[src/hw/emad_pkg.sv]
// Package with shared constants for the external master access decoder
package emad_pkg;
	// ****************************************
	// Widths
	// ****************************************
	localparam int ADDR_W = 28;
	localparam int DATA_W = 32;
	localparam int CS_N = 8;
	localparam int WS_W = 4;
	localparam int HI_ADDR_LSB = 24;
	localparam int CS_REGION_LSB = 16;
	// ****************************************
	// Values after reset and fixed codes
	// ****************************************
	localparam logic [WS_W-1:0] WS_ZERO = 4'h0;
	localparam logic [3:0] HI_ADDR_ZERO = 4'h0;
	localparam logic [1:0] SIZE_LONG = 2'h0;
	localparam logic [1:0] SIZE_BYTE = 2'h1;
	localparam logic [1:0] SIZE_WORD = 2'h2;
	// Master holds write data this many cycles after the acknowledge before release
	localparam logic [1:0] MST_RELEASE_CYC = 2'h1;
endpackage
[src/hw/emad_bus_if.sv]
// Interface joining the decoder end and the outside master end
`timescale 1ns/1ps
interface emad_bus_if;
	// Master to device
	logic transfer_start_n;
	logic rd_wr;
	logic [1:0] transfer_size;
	logic [27:0] addr;
	logic [31:0] wdata;
	logic wdata_oe;
	// Device to master and memories
	logic transfer_ack_n_o;
	logic transfer_ack_n_oe;
	logic [7:0] cs_n;
	logic [3:0] we_n;
	logic [1:0] ras_n;
	logic [3:0] cas_n;
	logic dram_write_n;
	logic [27:0] dram_addr;
	logic dram_addr_oe;
	logic bus_driven_n;
	// Resolved acknowledge wire: pulled high when undriven
	logic transfer_ack_n;
	assign transfer_ack_n = transfer_ack_n_oe ? transfer_ack_n_o : 1'b1;
	modport dev (
		input transfer_start_n, rd_wr, transfer_size, addr,
		output transfer_ack_n_o, transfer_ack_n_oe, cs_n, we_n, ras_n, cas_n,
		output dram_write_n, dram_addr, dram_addr_oe, bus_driven_n
	);
	modport mst (
		output transfer_start_n, rd_wr, transfer_size, addr, wdata, wdata_oe,
		input transfer_ack_n, bus_driven_n
	);
endinterface

[src/hw/emad_device.sv]
// Device end: snoops outside master transfers and serves strobes and acknowledge
// Behaviour
// - Strobes only when granted away and started
// - Capture address, direction, size on start
// - Zero top address bits when pins repurposed
// - Ignore type and privilege mask inputs
// - Master issues only aligned transfers
// - Keep start negated when strobes unwanted (master still drives start; device ignores it unless granted away)
// - Drive memory sequence on next edge
// - Chip-select hit: select and write enables
// - Chip-select auto-acknowledge when option set
// - Never drive address for chip-select/default
// - DRAM hit: row, column, address, acknowledge
// - Default memory: acknowledge after wait states
// - One extra decode clock before counter
// - Master drives address, size, direction, start
// - Master negates start, drives write data
// - Zero waits: acknowledge at third clock
// - Nonzero waits: drive negated acknowledge first
// - Master samples acknowledge until asserted
// - Master holds write data while waiting
// - Drive acknowledge negated, then release
// - Master releases data after write
// - Bus driven only in explicit ownership
`timescale 1ns/1ps
module emad_device
(
	// Clock and reset
	input wire logic mclk_i,
	input wire logic srst_i,
	// Arbitration state from the surrounding unit
	input wire logic bus_granted_away_i,
	input wire logic explicit_own_i,
	// Memory map settings
	input wire logic hi_addr_is_addr_i,
	input wire logic [7:0] cs_base_i [8],
	input wire logic [7:0] cs_enable_i,
	input wire logic [7:0] cs_rd_en_i,
	input wire logic [7:0] cs_wr_en_i,
	input wire logic [7:0] cs_auto_ack_i,
	input wire logic [3:0] cs_wait_i [8],
	input wire logic [1:0] dram_bank_en_i,
	input wire logic [1:0] dram_rd_en_i,
	input wire logic [1:0] dram_wr_en_i,
	input wire logic [7:0] dram_base_i [2],
	input wire logic [3:0] dram_wait_i,
	input wire logic default_auto_ack_i,
	input wire logic [3:0] default_wait_i,
	// Ignored during outside transfers
	input wire logic [1:0] transfer_type_i,
	input wire logic access_type_mode_i,
	// Link to the master
	emad_bus_if.dev bus,
	// Status
	output logic busy_o
);
	// ****************************************
	// State
	// ****************************************
	typedef enum logic [3:0]
	{
		ST_IDLE = 4'b0001,
		ST_DECODE = 4'b0010,
		ST_WAIT = 4'b0100,
		ST_END = 4'b1000
	} emad_state_e;

	typedef struct packed
	{
		emad_state_e st;
		logic [27:0] addr;
		logic rd;
		logic [1:0] size;
		logic [3:0] wcnt;
		logic auto_ack;
		logic [7:0] cs_n;
		logic [3:0] we_n;
		logic [1:0] ras_n;
		logic [3:0] cas_n;
		logic dram_write_n;
		logic [27:0] dram_addr;
		logic dram_addr_oe;
		logic ack_n;
		logic ack_oe;
		logic release_ack;
		logic bd_n;
		logic busy;
	} emad_state_s;

	emad_state_s state_reg;
	emad_state_s state_next;

	// ****************************************
	// Address decode of the captured transfer
	// ****************************************
	logic [7:0] cs_hit;
	logic [1:0] dram_hit;
	logic [3:0] byte_we_n;
	logic [3:0] sel_wait;
	logic sel_ack;
	logic any_cs;
	logic any_dram;
	logic dir_ok_cs;
	logic dir_ok_dram;

	// Region match compares top address byte only; privilege masks play no part
	genvar gi;
	generate
		for (gi = 0; gi < emad_pkg::CS_N; gi++)
		begin : g_cs
			assign cs_hit[gi] = cs_enable_i[gi]
				&& (state_reg.addr[27:20] == cs_base_i[gi])
				&& (state_reg.rd ? cs_rd_en_i[gi] : cs_wr_en_i[gi]);
		end
		for (gi = 0; gi < 2; gi++)
		begin : g_dram
			assign dram_hit[gi] = dram_bank_en_i[gi]
				&& (state_reg.addr[27:20] == dram_base_i[gi])
				&& (state_reg.rd ? dram_rd_en_i[gi] : dram_wr_en_i[gi]);
		end
	endgenerate

	// Byte enables from size and low address; aligned transfers assumed
	always_comb
	begin
		case (state_reg.size)
			emad_pkg::SIZE_BYTE: byte_we_n = ~(4'h8 >> state_reg.addr[1:0]);
			emad_pkg::SIZE_WORD: byte_we_n = state_reg.addr[1] ? 4'hC : 4'h3;
			default: byte_we_n = 4'h0;
		endcase
	end

	// Priority: chip-select over DRAM over default memory
	always_comb
	begin
		any_cs = |cs_hit;
		any_dram = |dram_hit;
		dir_ok_cs = any_cs;
		dir_ok_dram = any_dram;
		sel_wait = default_wait_i;
		sel_ack = default_auto_ack_i;
		if (any_dram)
		begin
			sel_wait = dram_wait_i;
			sel_ack = 1'b1;
		end
		for (int i = emad_pkg::CS_N - 1; i >= 0; i--)
		begin
			if (cs_hit[i])
			begin
				sel_wait = cs_wait_i[i];
				sel_ack = cs_auto_ack_i[i];
			end
		end
	end

	// ****************************************
	// Next state
	// ****************************************
	always_comb
	begin
		state_next = state_reg;
		state_next.bd_n = ~explicit_own_i;
		case (state_reg.st)
			ST_IDLE:
			begin
				state_next.ack_oe = 1'b0;
				state_next.ack_n = 1'b1;
				// Start is honoured only while the bus belongs to another master
				if (bus_granted_away_i && !bus.transfer_start_n)
				begin
					state_next.addr = bus.addr;
					if (!hi_addr_is_addr_i)
						state_next.addr[27:24] = emad_pkg::HI_ADDR_ZERO;
					state_next.rd = bus.rd_wr;
					state_next.size = bus.transfer_size;
					state_next.busy = 1'b1;
					state_next.st = ST_DECODE;
				end
			end
			ST_DECODE:
			begin
				// Extra decode clock; strobes start at the next edge
				state_next.wcnt = sel_wait;
				state_next.auto_ack = sel_ack;
				if (dir_ok_cs)
				begin
					state_next.cs_n = ~cs_hit;
					state_next.we_n = state_reg.rd ? 4'hF : byte_we_n;
				end
				else if (dir_ok_dram)
				begin
					state_next.ras_n = ~dram_hit;
					state_next.cas_n = byte_we_n;
					state_next.dram_write_n = state_reg.rd;
					state_next.dram_addr = state_reg.addr;
					state_next.dram_addr_oe = 1'b1;
				end
				// Default and chip-select decodes leave the address bus alone
				if (sel_ack)
				begin
					state_next.ack_oe = 1'b1;
					state_next.ack_n = (sel_wait != emad_pkg::WS_ZERO);
				end
				state_next.st = ST_WAIT;
			end
			ST_WAIT:
			begin
				if (!state_reg.ack_n || state_reg.wcnt == emad_pkg::WS_ZERO)
				begin
					// Acknowledge taken or wait count run out this edge: negate everything
					state_next.ack_n = 1'b1;
					state_next.cs_n = 8'hFF;
					state_next.we_n = 4'hF;
					state_next.ras_n = 2'h3;
					state_next.cas_n = 4'hF;
					state_next.dram_write_n = 1'b1;
					state_next.dram_addr_oe = 1'b0;
					state_next.st = ST_END;
				end
				else
				begin
					state_next.wcnt = state_reg.wcnt - 4'h1;
					if (state_reg.wcnt == 4'h1)
						state_next.ack_n = ~state_reg.auto_ack;
				end
			end
			ST_END:
			begin
				// One negated cycle done, release acknowledge to float
				state_next.ack_oe = 1'b0;
				state_next.busy = 1'b0;
				state_next.st = ST_IDLE;
			end
			default:
				state_next.st = ST_IDLE;
		endcase
	end

	// ****************************************
	// Registers
	// ****************************************
	always_ff @(posedge mclk_i)
	begin
		if (srst_i)
		begin
			state_reg <= '0;
			state_reg.st <= ST_IDLE;
			state_reg.cs_n <= 8'hFF;
			state_reg.we_n <= 4'hF;
			state_reg.ras_n <= 2'h3;
			state_reg.cas_n <= 4'hF;
			state_reg.dram_write_n <= 1'b1;
			state_reg.ack_n <= 1'b1;
			state_reg.bd_n <= 1'b1;
		end
		else
			state_reg <= state_next;
	end

	// Outputs straight from flip-flops
	assign bus.transfer_ack_n_o = state_reg.ack_n;
	assign bus.transfer_ack_n_oe = state_reg.ack_oe;
	assign bus.cs_n = state_reg.cs_n;
	assign bus.we_n = state_reg.we_n;
	assign bus.ras_n = state_reg.ras_n;
	assign bus.cas_n = state_reg.cas_n;
	assign bus.dram_write_n = state_reg.dram_write_n;
	assign bus.dram_addr = state_reg.dram_addr;
	assign bus.dram_addr_oe = state_reg.dram_addr_oe;
	assign bus.bus_driven_n = state_reg.bd_n;
	assign busy_o = state_reg.busy;
endmodule

[src/flat_wrapper.sv]
// flat-port wrapper written by rule: the top's interface ports become plain ports
module emad_device_flat 
  (mclk_i, srst_i, bus_granted_away_i, explicit_own_i, hi_addr_is_addr_i, cs_base_i, cs_enable_i, cs_rd_en_i, cs_wr_en_i, cs_auto_ack_i, cs_wait_i, dram_bank_en_i, dram_rd_en_i, dram_wr_en_i, dram_base_i, dram_wait_i, default_auto_ack_i, default_wait_i, transfer_type_i, access_type_mode_i, busy_o, bus_transfer_start_n, bus_rd_wr, bus_transfer_size, bus_addr, bus_transfer_ack_n_o, bus_transfer_ack_n_oe, bus_cs_n, bus_we_n, bus_ras_n, bus_cas_n, bus_dram_write_n, bus_dram_addr, bus_dram_addr_oe, bus_bus_driven_n);
  emad_bus_if bus_i ();
  input wire logic mclk_i;
  input wire logic srst_i;
  input wire logic bus_granted_away_i;
  input wire logic explicit_own_i;
  input wire logic hi_addr_is_addr_i;
  input wire logic [7:0] cs_base_i[8];
  input wire logic [7:0] cs_enable_i;
  input wire logic [7:0] cs_rd_en_i;
  input wire logic [7:0] cs_wr_en_i;
  input wire logic [7:0] cs_auto_ack_i;
  input wire logic [3:0] cs_wait_i[8];
  input wire logic [1:0] dram_bank_en_i;
  input wire logic [1:0] dram_rd_en_i;
  input wire logic [1:0] dram_wr_en_i;
  input wire logic [7:0] dram_base_i[2];
  input wire logic [3:0] dram_wait_i;
  input wire logic default_auto_ack_i;
  input wire logic [3:0] default_wait_i;
  input wire logic [1:0] transfer_type_i;
  input wire logic access_type_mode_i;
  output logic busy_o;
  input wire logic [$bits(bus_i.transfer_start_n)-1:0] bus_transfer_start_n;
  input wire logic [$bits(bus_i.rd_wr)-1:0] bus_rd_wr;
  input wire logic [$bits(bus_i.transfer_size)-1:0] bus_transfer_size;
  input wire logic [$bits(bus_i.addr)-1:0] bus_addr;
  output wire logic [$bits(bus_i.transfer_ack_n_o)-1:0] bus_transfer_ack_n_o;
  output wire logic [$bits(bus_i.transfer_ack_n_oe)-1:0] bus_transfer_ack_n_oe;
  output wire logic [$bits(bus_i.cs_n)-1:0] bus_cs_n;
  output wire logic [$bits(bus_i.we_n)-1:0] bus_we_n;
  output wire logic [$bits(bus_i.ras_n)-1:0] bus_ras_n;
  output wire logic [$bits(bus_i.cas_n)-1:0] bus_cas_n;
  output wire logic [$bits(bus_i.dram_write_n)-1:0] bus_dram_write_n;
  output wire logic [$bits(bus_i.dram_addr)-1:0] bus_dram_addr;
  output wire logic [$bits(bus_i.dram_addr_oe)-1:0] bus_dram_addr_oe;
  output wire logic [$bits(bus_i.bus_driven_n)-1:0] bus_bus_driven_n;
  assign bus_i.transfer_start_n = bus_transfer_start_n;
  assign bus_i.rd_wr = bus_rd_wr;
  assign bus_i.transfer_size = bus_transfer_size;
  assign bus_i.addr = bus_addr;
  assign bus_transfer_ack_n_o = bus_i.transfer_ack_n_o;
  assign bus_transfer_ack_n_oe = bus_i.transfer_ack_n_oe;
  assign bus_cs_n = bus_i.cs_n;
  assign bus_we_n = bus_i.we_n;
  assign bus_ras_n = bus_i.ras_n;
  assign bus_cas_n = bus_i.cas_n;
  assign bus_dram_write_n = bus_i.dram_write_n;
  assign bus_dram_addr = bus_i.dram_addr;
  assign bus_dram_addr_oe = bus_i.dram_addr_oe;
  assign bus_bus_driven_n = bus_i.bus_driven_n;
  emad_device u_core (.mclk_i(mclk_i), .srst_i(srst_i), .bus_granted_away_i(bus_granted_away_i), .explicit_own_i(explicit_own_i), .hi_addr_is_addr_i(hi_addr_is_addr_i), .cs_base_i(cs_base_i), .cs_enable_i(cs_enable_i), .cs_rd_en_i(cs_rd_en_i), .cs_wr_en_i(cs_wr_en_i), .cs_auto_ack_i(cs_auto_ack_i), .cs_wait_i(cs_wait_i), .dram_bank_en_i(dram_bank_en_i), .dram_rd_en_i(dram_rd_en_i), .dram_wr_en_i(dram_wr_en_i), .dram_base_i(dram_base_i), .dram_wait_i(dram_wait_i), .default_auto_ack_i(default_auto_ack_i), .default_wait_i(default_wait_i), .transfer_type_i(transfer_type_i), .access_type_mode_i(access_type_mode_i), .bus(bus_i), .busy_o(busy_o));
endmodule
[config.mk]
export PLATFORM = sky130hd
export DESIGN_NAME = emad_device_flat
export DESIGN_NICKNAME = d
export VERILOG_FILES = /design/src/hw/emad_pkg.sv /design/src/hw/emad_bus_if.sv /design/src/hw/emad_device.sv /design/src/flat_wrapper.sv
export SDC_FILE = /design/constraint.sdc
export NUM_CORES = 1
export LEC_CHECK = 0
export BUFFER_PORTS_ARGS = -buffer_cell sky130_fd_sc_hd__buf_2
export CAP_MARGIN = 5
export CELL_PAD_IN_SITES_DETAIL_PLACEMENT = 1
export CELL_PAD_IN_SITES_GLOBAL_PLACEMENT = 1
export CORE_ASPECT_RATIO = 0.6
export CORE_MARGIN = 2
export CORE_UTILIZATION = 30
export CTS_CLUSTER_DIAMETER = 120
export DETAILED_ROUTE_END_ITERATION = 8
export GPL_TIMING_DRIVEN = 0
export PLACE_DENSITY = 0.8
export REMOVE_ABC_BUFFERS = 1
export SKIP_LAST_GASP = 1
export SLEW_MARGIN = 20
export SYNTH_ARGS = -nofsm -noshare
export SYNTH_HDL_FRONTEND = slang
export SYNTH_SLANG_ARGS = --single-unit
[constraint.sdc]
create_clock -name mclk_i -period 2.9 [get_ports mclk_i]
set_clock_uncertainty 0.05 [all_clocks]
set_input_delay 0.725 -clock mclk_i [delete_from_list [all_inputs] [get_ports mclk_i]]
set_output_delay 0.725 -clock mclk_i [all_outputs]
set_load 0.05 [all_outputs]
==> results of run 1 <==
-- worst paths after layout --
path                       startpoint                          end  slack (ns)
max              u_core.state_reg[60]  u_core.bus.transfer_ack_n_o        0.05
min          u_core.bus.dram_addr[21]     u_core.bus.dram_addr[21]        0.40
max reg2reg      u_core.state_reg[60]  u_core.bus.transfer_ack_n_o        0.05
min reg2reg  u_core.bus.dram_addr[21]     u_core.bus.dram_addr[21]        0.40
-- per-layer routing --
| layer | vias up | part of all wire | wire length [um] |
|---|---|---|---|
| met5 | - | 0.0012 | 27 |
| met4 | 4 | 0.0096 | 217 |
| met3 | 20 | 0.068 | 1546 |
| met2 | 196 | 0.46 | 10500 |
| met1 | 2877 | 0.46 | 10330 |
| li1 | 2847 | - | - |
-- where the power goes --
group	leakage, nW	switching (mW)	internal, mW
combinational	2.23	0.263	0.243
clock	0.146	0.578	0.615
sequential	0.753	0.0467	1.29
-- what timing repair did --
action / CTS / global route
resized for setup: 42 / 18
pin swaps: 4 / 7
endpoints found under the setup margin: 55 / 38
buffers inserted: 11 / 18
cloned: 2 / 1
-- layout make-up --
cell class                      instances  share of cell area
Timing Repair Buffer                  281              0.2083
Sequential cell                        92              0.2488
Inverter                                6            0.002987
Clock inverter                          7             0.01029
Multi-Input combinational cell        538              0.4597
Antenna cell                            1           0.0003319
Clock buffer                            9             0.02987
Tap cell                              240             0.03983
-- worst max-delay path: cells and delay by family, from the launching register on --
family | cells | cell delay, ns
AO/OA/AOI/OAI | 3 | 0.56
buffers and inverters | 1 | 0.14
flip-flops | 1 | 0.36
multiplexers | 1 | 0.19
AND/OR/NAND/NOR | 5 | 1.45
-- cells by family after synthesis --
family | Yosys count | share of synthesized area
buffers and inverters | 94 | 0.1038
and+or+nand+nor | 291 | 0.2613
adders and majority gates | 4 | 0.008927
DFF | 92 | 0.3285
AOI/OAI and AO/OA | 148 | 0.1491
muxes | 12 | 0.02343
xor gates and xnor gates | 80 | 0.1250
-- layout by cell type (no fill, tap or decap), types with 8 or more instances in the layout --
cell       netlist  layout
nand3_1         19      19
xnor2_1         51      51
buf_4           56      27
nand2_1        137     135
clkbuf_16        0       9
xor2_1          29      29
a211o_1          8       8
nor2_1          30      30
dfxtp_4          0       9
dfxtp_1         92      83
a21oi_1         87      86
nand2b_1        17      16
buf_2            3     246
nand4_1         14      14
o21ai_0         27      26
nand3b_1        14      14
-- through the flow --
stage	hold WS [ns]	cell area [um^2]	instances
after floorplan	0.3805	5047	633
after global placement	0.3862	6584	1120
after CTS	0.4075	7263	1154
after global routing	0.4228	7540	1174
final	0.4012	7540	1174
after detailed placement	0.3968	6693	1125
==> reports/results.tsv, run 1 <==
metric	value	unit
cts_htree_levels	3	
number_of_flops_mapped_to_enable_cells_by_yosys	0	
clockBufferDepth	2	
synth_commonest_cells	nand2_1 (137), dfxtp_1 (92), a21oi_1 (87), buf_4 (56), xnor2_1 (51)	
synth.top_cells.by_area	dfxtp_1 (33%), nand2_1 (9.2%), xnor2_1 (8.0%), a21oi_1 (7.8%), buf_4 (7.5%)	
wirelength	22620	um
slew_headroom	0.4719	
yosysWarnings	0	
vias_per_cell	5.063	
grtUsageMet2	0.3604	
setup.worst_path.class	register to register	
tightest_slew	0.7812	ns
hold_path.class	register to register	
synth_async_sr_flop_share	0	
clkSinkCount	92	
antenna_found_initial	3	
grt.met1_usage	0.2779	
finalPower	3.033	mW
hold_buffers	0	
fin_crit_sh	0.9841	
synthesis.area	5607	um^2
timing.critical_path.slowest_stage_cell	or4b_4	
timing_hold_violations_final	0	
top_cell_type_s_share_of_synthesized_area	0.3285	
hold_depth	2	
finalMaxSlewViolations	0	
final-setup-viol-count	0	
worst_skew_pair.late_latency	0.34	ns
grt_max_degree	74	
grt_most_used_layer	met2	
tritoncts	built	
grt_pass1_wl	32700	um
timing.critical_path.slowest_cell_delay	0.52	ns
dpl.hpwl	16290	um
power_density	402.3	nW/um^2
wl_per_cell	19.26	um
top_level_ports	251	
grt_setup_unrepaired	yes	
place.port_buffers	247	
fp.dieH	109.9	um
grt_pass1_vias	5850	
seq_area_frac_synth	0.3285	
utilization	0.4140	
cts_made_buffers	9	
synth.avg_cell_area	7.776	um^2
finish.net_count	1131	
detail-route-antenna-nets	0	
crit_path_cell_trace	buf_12, mux2i_1, nor4_2, and3_2, or3_1, o21ai_0, or4b_4, o211ai_1, nor4_4, o22ai_1	
gp_congestion	0.8508	
grtUsageMet3	0.05565	
status	finished clean	
core-area	18210	um^2
synth.ff_latch_count	92	
worstRegToRegCells	10	
start_util	0.3079	
synth.largest_area_cell	dfxtp_1	
firstDrtPassIters	5	
die_x	180.5	um
ff_latch_area	1876	um^2
vias	5944	
maxCapViolCount	0	
irDropWorstVdd	252.4	uV
layout-drive-gt1-share	0.3816	
dominantRegCellSynth	dfxtp_1	
cts_root_buffer	clkbuf_16	
grt_use_total	0.2131	
final_critical_path_setup_slack	0.04607	ns
synthMostInstantiatedCell	nand2_1	
leakage	3.131	nW
dr.first_iter.drc_count	349	
die_area	19830	um^2
floorplan.rows	38	
sum_of_negative_setup_slack	0	ns
fin_crit	2.854	ns
flow.area_growth_from_synthesis	34.48	%
worstPathMaxFanout	6	
netlist-cell-type-count	50	
endpoint_kind	register	
dp_slack	-1.548	ns
fillCellCount	2298	
syn-instance-count	721	
timing.critical_path.from_type	register	
globalRouteOverflowTotal	0	
worst_ep_arrival_time	3.07	ns
clkSlewWorstSetupHoldPaths	0.07	ns
max_freq	350.4	MHz
crit_required	3.12	ns
route.detailed.drc	0	
multi_input_comb_area	3466	um^2
flip_flop_count_of_the_largest_register_after_layout	40	
Power figures use the tool's default switching activity.
==> run 2: changes to the inputs <==
- ABC_AREA: unset -> 1
- PLACE_DENSITY: 0.8 -> 0.81
==> run 2 against run 1 <==
  * Setup slack better by 0.062 ns
  * Global-route usage up 3.5 points
  * Wire length up 30%
  * Maximum frequency up 2.2%
  * First-iteration DRC count up 18%
  * Utilization down 2.1 points
  * Worst hold slack better by 0.0024 ns
  * Critical path depth up 3
  * Total power up 9.8%
  * Final cell count up 35%
  * Largest cell class unchanged
==> reports/results.tsv, run 2 <==
metric	value	unit	change
antenna_found_initial	3		unchanged
detailed_place.area	7571	um^2	+13%
timing.critical_path.from_type	register		
synth.largest_area_cell	dfxtp_1		
crit_required	3.04	ns	-0.08 ns
hold_slack	0.4035	ns	+0.002362 ns
top_cell_type_s_share_of_synthesized_area	0.2813		-0.04721
timing.critical_path.slowest_cell_delay	0.45	ns	-0.07 ns
core-area	21190	um^2	+16%
hold_path.class	register to register		
yosysWarnings	0		unchanged
fp.dieH	118.4	um	+7.8%
post-route-cell-area	8324	um^2	+10%
flip_flop_count_of_the_largest_register_after_layout	40		unchanged
route.detailed.drc	0		unchanged
final_cell_mix	nand2_1 (318), buf_2 (247), nor2_1 (133)		
setup.worst_path.class	register to register		
dr.first_iter.drc_count	412		+18%
grt_setup_unrepaired	yes		
most_frequent_standard_cell_in_the_layout_excluding_fill_and_tap_cells	nand2_1		
max_freq	358.2	MHz	+2.2%
start_util	0.3090		+0.001154
synth_async_sr_flop_share	0		unchanged
final-setup-viol-count	0		unchanged
vias_per_cell	4.934		-2.6%
synthMostInstantiatedCell	nand2_1		
r2r_start	u_core.state_reg[88]		
tritoncts	built		
hold_path_startpoint	u_core.busy_o		
clkSinkCount	92		unchanged
cts_made_buffers	9		unchanged
hold_depth	2		unchanged
path_delay_family	simple AND/OR/NAND/NOR gates		
grt_pass1_vias	7776		+33%
dp_slack	-1.993	ns	-0.4451 ns
globalRouteOverflowTotal	0		unchanged
synth_commonest_cells	nand2_1 (322), nor2_1 (137), inv_1 (121), a21oi_1 (105), dfxtp_1 (92)		
detail-route-antenna-nets	0		unchanged
timing_hold_violations_final	0		unchanged
syn-instance-count	1101		+53%
layout-drive-gt1-share	0.2784		-0.1032
crit_path_cell_trace	clkinvlp_4, a21boi_0, o211ai_1, nor3_1, nand3_2, inv_2, nor2_2, nor3b_4, nand2_4, nand2_1, nand2_4, a21oi_1, nand3b_1		
leakage	4.286	nW	+37%
die_area	23060	um^2	+16%
firstDrtPassIters	5		unchanged
r2r-end	u_core.bus.ras_n[0]		
worstRegToRegCells	13		+3
synth.ff_latch_count	92		unchanged
grt_use_total	0.2478		+0.03471
clkSlewWorstSetupHoldPaths	0.06	ns	about the same
flow.area_growth_from_synthesis	27.14	%	
vias	7825		+32%
status	finished clean		
place.port_buffers	247		unchanged
netlist-cell-type-count	44		-12%
worstPathBufferInverterCount	2		+1
critical_path.most_common_cell	nand2_4		
timing.critical_path.slowest_stage_cell	dfxtp_4		
gp_congestion	0.9072		+6.6%
finish.net_count	1502		+33%
cts_htree_levels	3		unchanged
grt_pass1_wl	43610	um	+33%
synthesis.area	6548	um^2	+17%
worst_skew_pair.late_latency	0.35	ns	about the same
fin_crit	2.791	ns	-0.06245 ns
cts_root_buffer	clkbuf_16		
final_critical_path_setup_slack	0.1085	ns	+0.06245 ns
clockBufferDepth	2		unchanged
endpoint_kind	register		
worst_ep_arrival_time	2.93	ns	-0.14 ns
tightest_slew	1.095	ns	+0.3143 ns
wirelength	29520	um	+30%
floorplan.rows	41		+7.9%
number_of_flops_mapped_to_enable_cells_by_yosys	0		unchanged
hold_buffers	0		unchanged
dpl.hpwl	21750	um	+34%
wl_per_cell	18.61	um	-3.4%
timing.hold.worst_endpoint	u_core.busy_o		
grt_max_degree	50		-32%
die_x	194.7	um	+7.9%
maxCapViolCount	0		unchanged
top_level_ports	251		unchanged
finalMaxSlewViolations	0		unchanged
synth.top_cells.by_area	dfxtp_1 (28%), nand2_1 (18%), a21oi_1 (8.0%), nor2_1 (7.9%), inv_1 (6.9%)		
timing.reg2reg.setup_slack	0.11	ns	+0.06 ns
irDropWorstVdd	262.6	uV	+4.0%
synth.avg_cell_area	5.947	um^2	-24%
dominantRegCellSynth	dfxtp_1		
fin_crit_sh	0.9626		-0.02153
power_density	400.0	nW/um^2	-0.59%
seq_area_frac_synth	0.2813		-0.04721
slew_headroom	0.2697		-0.2022
worstPathMaxFanout	15		+9
-- run 2: changes by cell type after synthesis, sizes merged, moves of 8 or more --
cell	change
inv	+124
a211o	-8
o21ai	+39
xor2	-18
nand2	+189
xnor2	-44
nand3b	-9
nand2b	-17
nor4	-12
a21oi	+18
buf	+12
nor2	+112
nand3	+37
-- run 2: tightest hold or removal path, delay by kind of cell, from the launching register on --
| kind | cells | cell delay (ns) |
|---|---|---|
| compound gates | 1 | 0.06 |
| buf+inv | 1 | 0.05 |
| flops | 1 | 0.31 |
-- run 2: what timing repair did --
item,4_1_cts,5_1_grt
setup endpoints to repair,55,52
pin swaps,1,1
cloned,2,1
buffers inserted,15,13
gates resized for setup,35,45
-- run 2: worst max-delay path by stage --
stage | from | end | cells after the start
after floorplan | u_core.state_reg[60] | u_core.bus.dram_addr[10] | 15
after global placement | u_core.state_reg[60] | u_core.bus.dram_addr[7] | 15
after detailed placement | u_core.state_reg[60] | u_core.bus.dram_addr[10] | 15
after CTS | u_core.state_reg[88] | u_core.bus.ras_n[0] | 15
after global routing | u_core.state_reg[88] | u_core.bus.transfer_ack_n_o | 20
final | u_core.state_reg[88] | u_core.bus.ras_n[0] | 13
-- run 2: through the flow --
stage / cells / util / power (mW) / TNS (ns)
floorplan: 1007 / - / 1.755 / 0
global placement: 1533 / 0.3553 / 2.077 / -119.66
finish: 1586 / 0.3929 / 3.329 / 0
detailed placement: 1536 / 0.3574 / 2.106 / -87.23
global route: 1586 / 0.3929 / 3.498 / -0.2503
CTS: 1569 / 0.3827 / 3.319 / 0
-- run 2: layout make-up --
class | instances | area [um^2]
Sequential cell | 92 | 1876
Antenna cell | 3 | 7.507
Fill cell | 2909 | 12860
Tap cell | 279 | 349.1
Timing Repair Buffer | 278 | 1501
Clock buffer | 13 | 280.3
Multi-Input combinational cell | 785 | 3749
Inverter | 130 | 524.3
Timing Repair inverter | 3 | 18.77
Clock inverter | 3 | 18.77
-- run 2: layer usage --
metal  share of wire  GRT usage  up-vias
met5               0          0        -
met3           0.066    0.05223       41
met4           0.019    0.06442        0
met1            0.49     0.3489     3673
li1                -          -     3839
met2            0.42     0.3822      272
-- run 2: logic make-up after synthesis --
group | after synthesis | synth area share
compound gates | 191 | 0.1527
xor+xnor | 18 | 0.02408
fa+ha+maj | 4 | 0.007644
buf+inv | 224 | 0.1674
flops | 92 | 0.2813
mux | 1 | 0.001529
simple gates | 571 | 0.3654
-- run 2: report_power, final --
| group | total, mW | switching [mW] | leakage [nW] | internal (mW) |
|---|---|---|---|---|
| Clock | 1.17 | 0.500 | 0.152 | 0.674 |
| Sequential | 1.37 | 0.0710 | 0.753 | 1.30 |
| Combinational | 0.782 | 0.484 | 3.38 | 0.298 |
==> run 3: changes to the inputs <==
- CTS_BUF_LIST: unset -> sky130_fd_sc_hd__clkbuf_2 sky130_fd_sc_hd__clkbuf_4 sky130_fd_sc_hd__clkbuf_8
==> run 3 against run 2 <==
  * First-iteration DRC count down 1.2%
  * Global-route usage about the same
  * Critical path depth up 3
  * Largest cell class unchanged
==> reports/results.tsv, run 3 (synthesis results as in run 2) <==
metric	value	unit	change
status	finished clean		
floorplan.rows	41		unchanged
clkSlewWorstSetupHoldPaths	0.09	ns	+0.03 ns
clock_network_fraction_of_design_power	0.290		-0.063
worst_ep_arrival_time	3.06	ns	+0.13 ns
timing.critical_path.slowest_cell_delay	0.46	ns	about the same
timing.critical_path.from_type	register		
dr.first_iter.drc_count	407		-1.2%
layout-drive-gt1-share	0.2740		-0.004328
timing.hold.worst_endpoint	u_core.busy_o		
finalMaxSlewViolations	0		unchanged
die_area	23060	um^2	unchanged
tritoncts	built		
dpl.hpwl	21750	um	unchanged
clkSinkCount	92		unchanged
maxCapViolCount	0		unchanged
grt_use_total	0.2476		about the same
slew_headroom	0.2820		+0.01233
gp_congestion	0.9072		unchanged
vias_per_cell	4.920		-0.27%
r2r_start	u_core.state_reg[88]		
power_switching_share	0.3396		+0.02291
timing.critical_path.slowest_stage_cell	dfxtp_4		
most_frequent_standard_cell_in_the_layout_excluding_fill_and_tap_cells	nand2_1		
crit_path_cell_trace	clkinvlp_4, buf_4, nand2_1, nand2_1, nor2_1, nand3_2, nor2_4, nor2_4, nand2_1, nor3b_4, nand2_4, nand2_1, nand2_4, buf_4, a21oi_1, o21ai_1		
place.port_buffers	247		unchanged
switching_power	1.032	mW	-2.1%
cts_htree_levels	3		unchanged
grt_max_degree	50		unchanged
wl_per_cell	18.63	um	about the same
worstRegToRegCells	16		+3
vias	7838		+0.17%
grt_setup_unrepaired	yes		
firstDrtPassIters	5		unchanged
worst_skew_pair.late_latency	0.38	ns	+0.03 ns
cts_root_buffer	clkbuf_8		
start_util	0.3090		unchanged
cts_made_buffers	9		unchanged
flip_flop_count_of_the_largest_register_after_layout	40		unchanged
timing.reg2reg.setup_slack	0.12	ns	about the same
power_density	369.3	nW/um^2	-7.7%
endpoint_kind	register		
hold_buffers	0		unchanged
finish.net_count	1508		+0.40%
fp.dieH	118.4	um	unchanged
clockBufferDepth	2		unchanged
fin_crit_sh	0.9601		-0.002509
internal_power	2.007	mW	-12%
irDropWorstVdd	207.0	uV	-21%
share_seq_of_total_power	0.450		+0.037
hold_path.class	register to register		
path_delay_family	simple AND/OR/NAND/NOR gates		
detail-route-antenna-nets	0		unchanged
final_cell_mix	nand2_1 (318), buf_2 (247), nor2_1 (131)		
flow.area_growth_from_synthesis	25.70	%	
setup.worst_path.class	register to register		
hold_depth	2		unchanged
route.detailed.drc	0		unchanged
antenna_found_initial	5		+2
grt_pass1_wl	43620	um	about the same
grt_pass1_vias	7734		-0.54%
leakage	4.257	nW	-0.68%
worstPathMaxFanout	7		-8
worstPathBufferInverterCount	3		+1
tightest_slew	1.077	ns	-0.01849 ns
p_comb_frac	0.260		+0.025
timing_hold_violations_final	0		unchanged
critical_path.most_common_cell	nand2_1		
final-setup-viol-count	0		unchanged
die_x	194.7	um	unchanged
core-area	21190	um^2	unchanged
hold_slack	0.4008	ns	-0.002749 ns
wirelength	29670	um	+0.54%
crit_required	3.17	ns	+0.13 ns
max_freq	359.2	MHz	+0.26%
r2r-end	u_core.bus.cas_n[2]		
globalRouteOverflowTotal	0		unchanged
fin_crit	2.784	ns	-0.007275 ns
sum_of_negative_setup_slack	0	ns	unchanged
hold_path_startpoint	u_core.busy_o		
top_level_ports	251		unchanged
[run 3: changes by cell type in the layout (fill, tap and decap cells not counted)]
cell        previous run  this run
buf_4                 27        34
o21ai_1               21        22
nor2_2                 6         8
clkbuf_8               4        13
o21ai_0               33        44
nor2_1               133       131
clkbuf_16              9         0
o21ai_2               13         1
clkinvlp_4             6         5
diode_2                3         4
[run 3: power by group through the flow]
| stage | Sequential, mW | Combinational (mW) | Clock (mW) |
|---|---|---|---|
| 6_report | 1.37 | 0.790 | 0.882 |
| 5_1_grt | 1.37 | 0.874 | 0.957 |
| 4_1_cts | 1.37 | 0.739 | 0.904 |
| 3_5_place_dp | 1.41 | 0.697 | 0 |
| 3_3_place_gp | 1.41 | 0.669 | 0 |
| 2_1_floorplan | 1.40 | 0.352 | 0 |
[run 3: timing repair]
action                     4_1_cts  5_1_grt
gates cloned                     1        1
pin swaps                        0        7
resized for setup               33       26
setup endpoints to repair       55       52
setup buffers                   14       21
[run 3: worst min-delay path, stage by stage, from the launching register on]
cell and delay [ns]:
dfxtp_1 0.31, inv_1 0.05, a21oi_1 0.05
[run 3: layout make-up]
class,instances,area [um^2]
tap,279,349.1
clock inverter,3,18.77
sequential,92,1876
clock buffer,13,178.9
inverter,130,524.3
timing repair inverter,2,11.26
antenna,4,10.01
multi-input combinational,785,3709
fill,2922,12960
timing repair buffer,285,1554
[run 3: metrics by stage]
step | total power, mW | area [um^2] | worst slack, ns | cells | util
6_report | 3.039 | 8230 | 0.1158 | 1593 | 0.3885
5_1_grt | 3.201 | 8228 | -0.06847 | 1592 | 0.3884
4_1_cts | 3.017 | 7993 | -0.008394 | 1567 | 0.3773
3_5_place_dp | 2.106 | 7571 | -1.993 | 1536 | 0.3574
3_3_place_gp | 2.077 | 7527 | -1.879 | 1533 | 0.3553
2_1_floorplan | 1.755 | 5942 | 0.05933 | 1007 | -
[run 3: metal layers]
layer	vias to the layer above	wire length (um)	track usage
li1	3834	-	-
met1	3690	14620	0.3489
met2	277	12630	0.3842
met3	35	1915	0.05223
met4	2	493	0.05817
met5	-	13	0
[run 3: worst max path at each step]
stage | startpoint | to | slack (ns) | depth (start not counted)
after detailed placement | u_core.state_reg[60] | u_core.bus.dram_addr[10] | -1.99 | 15
after floorplan | u_core.state_reg[60] | u_core.bus.dram_addr[10] | 0.06 | 15
after global routing | u_core.state_reg[88] | u_core.bus.transfer_ack_n_o | -0.07 | 20
final | u_core.state_reg[88] | u_core.bus.cas_n[2] | 0.12 | 16
after global placement | u_core.state_reg[60] | u_core.bus.dram_addr[7] | -1.88 | 15
after CTS | u_core.state_reg[84] | u_core.bus.dram_addr[10] | -0.008 | 13
